## config.mk

```make
export PLATFORM = sky130hd
export DESIGN_NAME = modbus_output_slave_handler
export DESIGN_NICKNAME = d
export VERILOG_FILES = /design/src/mb_out_pkg.sv /design/src/modbus_output_slave_handler.sv
export SDC_FILE = /design/constraint.sdc
export NUM_CORES = 2
export LEC_CHECK = 0
export BUFFER_PORTS_ARGS = -buffer_cell sky130_fd_sc_hd__buf_2
export CORE_UTILIZATION = 50
export CTS_BUF_LIST = sky130_fd_sc_hd__clkbuf_8
export CTS_CLUSTER_DIAMETER = 120
export DETAILED_ROUTE_END_ITERATION = 16
export PLACE_DENSITY_LB_ADDON = 0.1
export REMOVE_ABC_BUFFERS = 1
export SKIP_CTS_REPAIR_TIMING = 1
export SLEW_MARGIN = 20
export SYNTH_ARGS = -nofsm -noshare
export SYNTH_HDL_FRONTEND = slang
export SYNTH_SLANG_ARGS = --single-unit
```

## constraint.sdc

```tcl
create_clock -name clock_i -period 14.77 [get_ports clock_i]
set_clock_uncertainty 0.2 [all_clocks]
set_input_delay 0.7385 -clock clock_i [delete_from_list [all_inputs] [get_ports clock_i]]
set_output_delay 0.7385 -clock clock_i [all_outputs]
set_load 0.01 [all_outputs]
```

## src/mb_out_pkg.sv

```systemverilog
// constants and types for the modbus output request handler
// ==========================================================
// Operation
// - a read exception status request is answered with code 07 and one byte of output state.
// - bit 0 of that byte is digital output 0 and bit 7 is digital output 7, set meaning on.
// - write multiple coils accepts starting addresses 0 to 15, one per digital output.
// - write multiple coils accepts a quantity of 1 to 16 outputs.
// - write multiple coils is answered with its code, echoed address and echoed quantity.
// - the first coil data byte covers the eight outputs from the start address lsb first, the second the next eight.
// - with format 0 register data is float volts and addresses 1 to 14 are accepted.
// - with format 1 register data is 16-bit counts and addresses 0 to 7 are accepted.
// - write multiple registers is answered with code 16, echoed address and quantity.
// - float mode uses two registers per analog output, counts mode one register each.
// - a failed request gets the code with its top bit set and exception code 01 or 02.
// - a float value is split high word first over two registers.
package mb_out_pkg;
  localparam logic [7:0]  FC_READ_EXC   = 8'h07;
  localparam logic [7:0]  FC_WRITE_COIL = 8'h0F;
  localparam logic [7:0]  FC_WRITE_REG  = 8'h10;
  localparam logic [7:0]  EXC_FLAG      = 8'h80;
  localparam logic [7:0]  EXC_BAD_FUNC  = 8'h01;
  localparam logic [7:0]  EXC_BAD_ADDR  = 8'h02;
  localparam logic [15:0] COIL_ADDR_MAX = 16'h000F;
  localparam logic [15:0] COIL_QTY_MAX  = 16'h0010;
  localparam logic [15:0] FLT_ADDR_MIN  = 16'h0001;
  localparam logic [15:0] FLT_ADDR_MAX  = 16'h000E;
  localparam logic [15:0] CNT_ADDR_MAX  = 16'h0007;
  localparam logic [15:0] REG_QTY_MAX   = 16'h007B;
  localparam logic [15:0] DOUT_RESET    = 16'h0000;
  localparam logic [15:0] AOUT_RESET    = 16'h0000;
  localparam int          NUM_DOUT      = 16;
  localparam int          NUM_AOUT      = 8;
  localparam int          REG_SLOTS     = 16;
  typedef enum logic {FMT_FLOAT, FMT_COUNTS} fmt_e;
  typedef enum logic [2:0] {
    ST_FUNC, ST_ADDR_HI, ST_ADDR_LO, ST_QTY_HI, ST_QTY_LO, ST_COUNT, ST_DATA, ST_RESP
  } rx_state_e;
endpackage

```

## src/modbus_output_slave_handler.sv

```systemverilog
// modbus output request handler: fc 07, 15 and 16
`timescale 1ns/1ps
module modbus_output_slave_handler (
  input  wire logic        clock_i,
  input  wire logic        reset_n_i,
  input  wire logic        register_format_select_i,
  input  wire logic        rx_valid_i,
  input  wire logic [7:0]  rx_data_i,
  input  wire logic        rx_last_i,
  output logic             rx_ready_o,
  output logic             tx_valid_o,
  output logic [7:0]       tx_data_o,
  output logic             tx_last_o,
  input  wire logic        tx_ready_i,
  output logic [15:0]      digital_out_o,
  output logic [255:0]     analog_reg_o,
  output logic [7:0]       last_response_function_query_o,
  output logic [7:0]       last_exception_code_query_o
);
  // ==========================================================
  // state
  mb_out_pkg::rx_state_e state, next_state;
  logic [7:0]  func, next_func;
  logic [15:0] addr, next_addr;
  logic [15:0] qty, next_qty;
  logic [7:0]  idx, next_idx;
  logic [15:0] dout, next_dout;
  logic [15:0] coil_buf, next_coil_buf;
  logic [15:0] regs [mb_out_pkg::REG_SLOTS];
  logic [15:0] next_regs [mb_out_pkg::REG_SLOTS];
  logic [15:0] reg_buf [mb_out_pkg::REG_SLOTS];
  logic [15:0] next_reg_buf [mb_out_pkg::REG_SLOTS];
  logic [7:0]  resp [6];
  logic [7:0]  next_resp [6];
  logic [2:0]  resp_len, next_resp_len;
  logic [2:0]  tx_idx, next_tx_idx;
  logic [7:0]  last_fc, next_last_fc;
  logic [7:0]  last_exc, next_last_exc;

  // ==========================================================
  // range checks
  function automatic logic range_ok(input logic [7:0] f, input logic [15:0] a,
                                    input logic [15:0] q, input logic fmt);
    logic [16:0] lastq;
    lastq = {1'b0, a} + {1'b0, q} - 17'd1;
    range_ok = 1'b0;
    if (f == mb_out_pkg::FC_WRITE_COIL) begin
      range_ok = (a <= mb_out_pkg::COIL_ADDR_MAX) && (q != 16'h0000)
                 && (q <= mb_out_pkg::COIL_QTY_MAX)
                 && (lastq <= {1'b0, mb_out_pkg::COIL_ADDR_MAX});
    end else if (fmt == mb_out_pkg::FMT_COUNTS) begin
      range_ok = (q != 16'h0000) && (q <= mb_out_pkg::REG_QTY_MAX)
                 && (lastq <= {1'b0, mb_out_pkg::CNT_ADDR_MAX});
    end else begin
      range_ok = (a >= mb_out_pkg::FLT_ADDR_MIN) && (q != 16'h0000)
                 && (q <= mb_out_pkg::REG_QTY_MAX)
                 && (lastq <= {1'b0, mb_out_pkg::FLT_ADDR_MAX});
    end
  endfunction

  function automatic logic known_fc(input logic [7:0] f);
    known_fc = (f == mb_out_pkg::FC_READ_EXC) || (f == mb_out_pkg::FC_WRITE_COIL)
               || (f == mb_out_pkg::FC_WRITE_REG);
  endfunction

  // ==========================================================
  // request parse and response build
  always_comb begin
    next_state    = state;
    next_func     = func;
    next_addr     = addr;
    next_qty      = qty;
    next_idx      = idx;
    next_dout     = dout;
    next_coil_buf = coil_buf;
    next_regs     = regs;
    next_reg_buf  = reg_buf;
    next_resp     = resp;
    next_resp_len = resp_len;
    next_tx_idx   = tx_idx;
    next_last_fc  = last_fc;
    next_last_exc = last_exc;
    rx_ready_o    = (state != mb_out_pkg::ST_RESP);
    unique case (state)
      mb_out_pkg::ST_FUNC: begin
        if (rx_valid_i) begin
          next_func = rx_data_i;
          next_coil_buf = 16'h0000;
          next_idx = 8'h00;
          next_tx_idx = 3'd0;
          next_resp[0] = rx_data_i;
          if (rx_data_i == mb_out_pkg::FC_READ_EXC) begin
            // lone code, answer with outputs 7..0
            next_resp[1] = dout[7:0];
            next_resp_len = 3'd2;
            next_last_fc = rx_data_i;
            next_state = mb_out_pkg::ST_RESP;
          end else if (!known_fc(rx_data_i)) begin
            next_resp[0] = rx_data_i | mb_out_pkg::EXC_FLAG;
            next_resp[1] = mb_out_pkg::EXC_BAD_FUNC;
            next_resp_len = 3'd2;
            next_last_fc = next_resp[0];
            next_last_exc = mb_out_pkg::EXC_BAD_FUNC;
            next_state = rx_last_i ? mb_out_pkg::ST_RESP : mb_out_pkg::ST_DATA;
          end else begin
            next_state = mb_out_pkg::ST_ADDR_HI;
          end
        end
      end
      mb_out_pkg::ST_ADDR_HI: if (rx_valid_i) begin
        next_addr[15:8] = rx_data_i;
        next_state = mb_out_pkg::ST_ADDR_LO;
      end
      mb_out_pkg::ST_ADDR_LO: if (rx_valid_i) begin
        next_addr[7:0] = rx_data_i;
        next_state = mb_out_pkg::ST_QTY_HI;
      end
      mb_out_pkg::ST_QTY_HI: if (rx_valid_i) begin
        next_qty[15:8] = rx_data_i;
        next_state = mb_out_pkg::ST_QTY_LO;
      end
      mb_out_pkg::ST_QTY_LO: if (rx_valid_i) begin
        next_qty[7:0] = rx_data_i;
        next_state = mb_out_pkg::ST_COUNT;
      end
      mb_out_pkg::ST_COUNT: if (rx_valid_i) begin
        next_state = (rx_last_i || rx_data_i == 8'h00) ? mb_out_pkg::ST_RESP
                                                       : mb_out_pkg::ST_DATA;
      end
      mb_out_pkg::ST_DATA: if (rx_valid_i) begin
        next_idx = idx + 8'd1;
        if (func == mb_out_pkg::FC_WRITE_COIL) begin
          // byte 0 is outputs addr+7..addr, byte 1 outputs addr+15..addr+8
          if (idx == 8'd0) next_coil_buf[7:0] = rx_data_i;
          if (idx == 8'd1) next_coil_buf[15:8] = rx_data_i;
        end else if (idx < 8'(2 * mb_out_pkg::REG_SLOTS)) begin
          if (!idx[0]) next_reg_buf[idx[4:1]][15:8] = rx_data_i;
          else         next_reg_buf[idx[4:1]][7:0]  = rx_data_i;
        end
        if (rx_last_i) next_state = mb_out_pkg::ST_RESP;
      end
      mb_out_pkg::ST_RESP: begin
        if (tx_idx == 3'd0 && resp_len == 3'd0) begin
          next_resp_len = 3'd5;
          next_resp[1] = addr[15:8];
          next_resp[2] = addr[7:0];
          next_resp[3] = qty[15:8];
          next_resp[4] = qty[7:0];
          if (!range_ok(func, addr, qty, register_format_select_i)) begin
            next_resp[0] = func | mb_out_pkg::EXC_FLAG;
            next_resp[1] = mb_out_pkg::EXC_BAD_ADDR;
            next_resp_len = 3'd2;
            next_last_exc = mb_out_pkg::EXC_BAD_ADDR;
          end else if (func == mb_out_pkg::FC_WRITE_COIL) begin
            for (int i = 0; i < mb_out_pkg::NUM_DOUT; i++) begin
              if (i >= int'(addr) && i < int'(addr) + int'(qty))
                next_dout[i] = coil_buf[i - int'(addr)];
            end
          end else begin
            for (int i = 0; i < mb_out_pkg::REG_SLOTS; i++) begin
              if (i >= int'(addr) && i < int'(addr) + int'(qty))
                next_regs[i] = reg_buf[i - int'(addr)];
            end
          end
          next_last_fc = next_resp[0];
        end else if (tx_ready_i) begin
          next_tx_idx = tx_idx + 3'd1;
          if (tx_idx + 3'd1 == resp_len) begin
            next_resp_len = 3'd0;
            next_tx_idx = 3'd0;
            next_state = mb_out_pkg::ST_FUNC;
          end
        end
      end
    endcase
  end

  always_ff @(posedge clock_i or negedge reset_n_i) begin
    if (!reset_n_i) begin
      state    <= mb_out_pkg::ST_FUNC;
      func     <= 8'h00;
      addr     <= 16'h0000;
      qty      <= 16'h0000;
      idx      <= 8'h00;
      dout     <= mb_out_pkg::DOUT_RESET;
      coil_buf <= 16'h0000;
      for (int i = 0; i < mb_out_pkg::REG_SLOTS; i++) begin
        regs[i]    <= mb_out_pkg::AOUT_RESET;
        reg_buf[i] <= 16'h0000;
      end
      for (int i = 0; i < 6; i++) resp[i] <= 8'h00;
      resp_len <= 3'd0;
      tx_idx   <= 3'd0;
      last_fc  <= 8'h00;
      last_exc <= 8'h00;
    end else begin
      state    <= next_state;
      func     <= next_func;
      addr     <= next_addr;
      qty      <= next_qty;
      idx      <= next_idx;
      dout     <= next_dout;
      coil_buf <= next_coil_buf;
      regs     <= next_regs;
      reg_buf  <= next_reg_buf;
      resp     <= next_resp;
      resp_len <= next_resp_len;
      tx_idx   <= next_tx_idx;
      last_fc  <= next_last_fc;
      last_exc <= next_last_exc;
    end
  end

  // ==========================================================
  // outputs
  assign tx_valid_o = (state == mb_out_pkg::ST_RESP) && (resp_len != 3'd0);
  assign tx_data_o  = tx_valid_o ? resp[tx_idx] : 8'h00;
  assign tx_last_o  = tx_valid_o && (tx_idx + 3'd1 == resp_len);
  assign digital_out_o = dout;
  assign last_response_function_query_o = last_fc;
  assign last_exception_code_query_o    = last_exc;
  for (genvar g = 0; g < mb_out_pkg::REG_SLOTS; g++) begin : g_ao
    assign analog_reg_o[g*16 +: 16] = regs[g];
  end
endmodule

```

==> impl_results.md <==
- Worst hold-check slack: between 0.15 and 0.2 ns
- Core Rows: 104
- Final cycle utilization of the critical path: 41.00%
- F_max: about 170 MHz
- Power density of the placed cells: just under 200 mW/mm^2
- HPWL reported at the end of detailed placement: between 90,000 and 100,000 microns
- Buffers added on ports: 306
- Critical-path top delay cell: dfrtp_1
- Final min period: between 6 and 7 ns
- Pint: approximately 5.1 mW
- Share of the core filled with cells: approximately 57%
- CTS Sinks: between 600 and 700
- Worst vdd ir: between 0.0002 and 0.00025 V
- Top cells by instance count after synthesis: mux2_2 (655), dfrtp_1 (650), mux4_2 (448), nand2_1 (242), clkbuf_1 (155)
- CTS tree: yes
- Outcome: complete, but fails checks
- Clock slew seen by the registers of the worst setup and hold paths: approximately 0.06 ns
- Clk pwr share: 20.7%
- Summed negative setup slack over all endpoints: 0 ns
- Combined buffer and inverter count along the critical path: 3
- Startpoint Class: flop
- First-pass GRT wire length: a little under 200,000 microns
- Number of violations of the max-capacitance limit: 0
- Worst slew slack as a fraction of its limit: roughly a quarter
- DR DRC count: 17
- Sequential Power Share: 25.9%
- CP Capture Type: flop
- Flop and latch count out of synthesis: 650
- Setup repair after global routing missed its margin: no
- Final non-filler cell area: between 0.04 and 0.05 sq mm
- Mean routed wirelength per cell: between 30 and 40 microns
- Critical Setup Path Class: flop to flop
- Boundary pin count: roughly 310
- Count of antenna-violating nets left after detailed routing: 0
- Multi-input combinational cell area: roughly 0.024 sq mm
- Synthesized area per cell: about 14 sq um
- Area occupied by registers: ~0.016 sq mm
- Vias in the first global route: a little under 30,000
- Number of enable-type register cells in the synthesized netlist: 0
- Drt total wl: ~140,000 microns
- Total of warnings raised by yosys: 0
- Initial DRC count: 3,463
- Filler Cells Inserted: approximately 6,600
- Most used cell, CP: ha_1
- Die Area: roughly 0.083 sq mm
- Max-slew violations: 0
- CTS max path bufs: 3
- Fraction of registers with async set or reset after synthesis: 100.0%
- Final global-route overflow total: 0
- Synthesized netlist cell count: around 3,000
- Sequential cell area fraction in the yosys report: between 30% and 40%
- Clk Tree Root Cell: clkbuf_8
- Crit path arrival time: roughly 6.5 ns
- Switching power of the nets: slightly below 4 mW
- Kind of cell adding the most delay to the critical path: simple AND/OR/NAND/NOR gates
- Critical path cell sequence: inv_2 -> ha_1 -> inv_1 -> ha_1 -> nor2b_4 -> o2111a_1 -> or3_1 -> or4b_1 -> o311a_1 -> and4bb_1 -> and2_4 -> o211a_1 -> buf_4 -> mux2_2
- Number of iterations in the first detailed-routing pass: 12
- Routability Congestion: 0.9119
- Smallest setup slack after layout: between 8 and 9 ns
- Leakage Power: 21.71 nW
- Clock insertion delay at the later pin of the skew report: around 0.76 ns
- Layout-stage area growth over the synthesis result: 12.69%
- Post-layout nets: between 3,000 and 4,000
- Total design power: between 8 and 9 mW
- H-tree lvl count: 3
- Area fraction of the dominant cell type after synthesis: between 30% and 40%
- Required time at the endpoint of the critical path: between 15 and 20 ns
- Worst-margin pin slew: 1.140 ns
- Combinational share of power: 53.4%
- Violations in the final reports: DRC
- Layout cell share with drive strength beyond 1: 51.01%
- Global-route usage over all layers: 32.91%
- Critical path's largest stage delay: roughly 1.0 ns
- Number of instances in the placed design: about 4,200
- Primary FF master, synth: dfrtp_1
- Synth Cell Area: between 0.04 and 0.05 sq mm
- Most numerous cell in the Yosys netlist: mux2_2
- Kind of path behind the tightest hold check: input pin to flop
- Pre-CTS WS: 8.828 ns
- Library cell occupying the most area in the post-synthesis netlist: dfrtp_1
- Synth area leaders: dfrtp_1 (40%), mux4_2 (25%), mux2_2 (18%), nand2_1 (2.2%), ha_1 (2.1%)
- Maximum fanout encountered on the critical timing path: 18
- Number of cells in the finished layout apart from fillers: 4,417
- Vias per cell: 6.743
- Clock buffer count from CTS: about 110
- Die width: roughly 290 microns
- Die Y: about 290 microns
- Net Sw Frac: 43.28%
- Antenna violations before repair: 4
- Unique masters post-synth: 79
- Vias after detailed routing: approximately 30,000
- Final Setup Violations: 0
- Placed instance area: 0.04365 sq mm
- Initial standard-cell utilization of the core: between 50% and 60%
- Area of the placeable core: between 0.08 and 0.09 sq mm
- Pin count of the biggest net entering global routing: around 170
- Total count of hold-check failures in the final report: 0
flip-flops by register name (all words and copies together) (netlist names):
| signal | count |
|---|---|
| state | 3 |
| idx | 8 |
| tx_idx | 3 |
| last_exception_code_query_o | 2 |
| analog_reg_o | 256 |
| resp | 40 |
| qty | 16 |
| func | 8 |
| reg_buf | 256 |
| resp_len | 2 |
| last_response_function_query_o | 8 |
| digital_out_o | 16 |
| addr | 16 |
| coil_buf | 16 |
worst paths after layout:
| check | depth (start not counted) | slack, ns | start | end |
|---|---|---|---|---|
| min | 3 | 0.20 | rx_valid_i | idx[0]$_DFFE_PN0P_ |
| min in group asynchronous | 2 | 0.44 | reset_n_i | resp[20]$_DFFE_PN0P_ |
| min reg2reg | 2 | 0.28 | last_response_function_query_o[7]$_DFFE_PN0P_ | last_response_function_query_o[7]$_DFFE_PN0P_ |
| max reg2reg | 14 | 8.71 | addr[3]$_DFFE_PN0P_ | analog_reg_o[1]$_DFFE_PN0P_ |
| max in group asynchronous | 4 | 11.75 | reset_n_i | analog_reg_o[78]$_DFFE_PN0P_ |
| max | 14 | 8.71 | addr[3]$_DFFE_PN0P_ | analog_reg_o[1]$_DFFE_PN0P_ |
layout by cell type, fill, tap and decap left out, types with 42 or more instances in the layout:
| cell | n |
|---|---|
| a21oi_1 | 42 |
| buf_2 | 305 |
| buf_4 | 59 |
| clkbuf_8 | 144 |
| dfrtp_1 | 647 |
| ha_1 | 65 |
| inv_1 | 111 |
| mux2_2 | 655 |
| mux4_2 | 448 |
| nand2_1 | 242 |
| nor2_1 | 114 |
| o21ai_0 | 84 |
metal layers:
metal / vias up / track usage (%) / part of all wire, %
met4: 0 / 13.98 / 4.5
met1: 15771 / 44.63 / 40
met3: 301 / 6.991 / 8.9
met5: - / 0 / 0
met2: 1562 / 51.52 / 47
li1: 12152 / - / -
power by group through the flow:
stage	combinational, mW	clock [mW]	sequential, mW
finish	4.78	1.85	2.32
detailed placement	4.72	0	2.34
CTS	4.74	1.88	2.31
global route	5.11	1.96	2.35
floorplan	3.51	0	2.39
global placement	4.65	0	2.31
worst reg2reg max path, delay by kind of cell (launching register included):
family,cells,cell delay [ns]
flip-flops,1,1.04
adder cells (fa/ha/maj),2,0.77
multiplexers,1,0.37
AND/OR/NAND/NOR,5,1.71
buffers and inverters,3,0.59
AO/OA/AOI/OAI,3,1.24
layout make-up:
class	instances	share of cell area, %
repair buffers	372	4.551
clock inverters	64	1.218
clock buffers	144	4.286
well taps	1060	2.868
diodes	1	0.005412
multi-input cells	2037	51.15
flip-flops and latches	650	35.20
inverters	89	0.7225
cells by family (layout without fill, tap and decap cells):
logic type               count (synthesis)  in the layout  share of synthesized area [%]
adder cells (fa/ha/maj)                 70             70                          2.171
flip-flops                             650            650                          39.64
buffers and inverters                  317            669                          3.220
multiplexers                          1144           1144                          43.84
AND/OR/NAND/NOR                        502            502                          5.577
AO/OA/AOI/OAI                          283            283                          4.861
XOR/XNOR                                32             32                         0.6831
other                                    1              7                       0.009140
No activity file was read; power rests on OpenSTA's default activity.
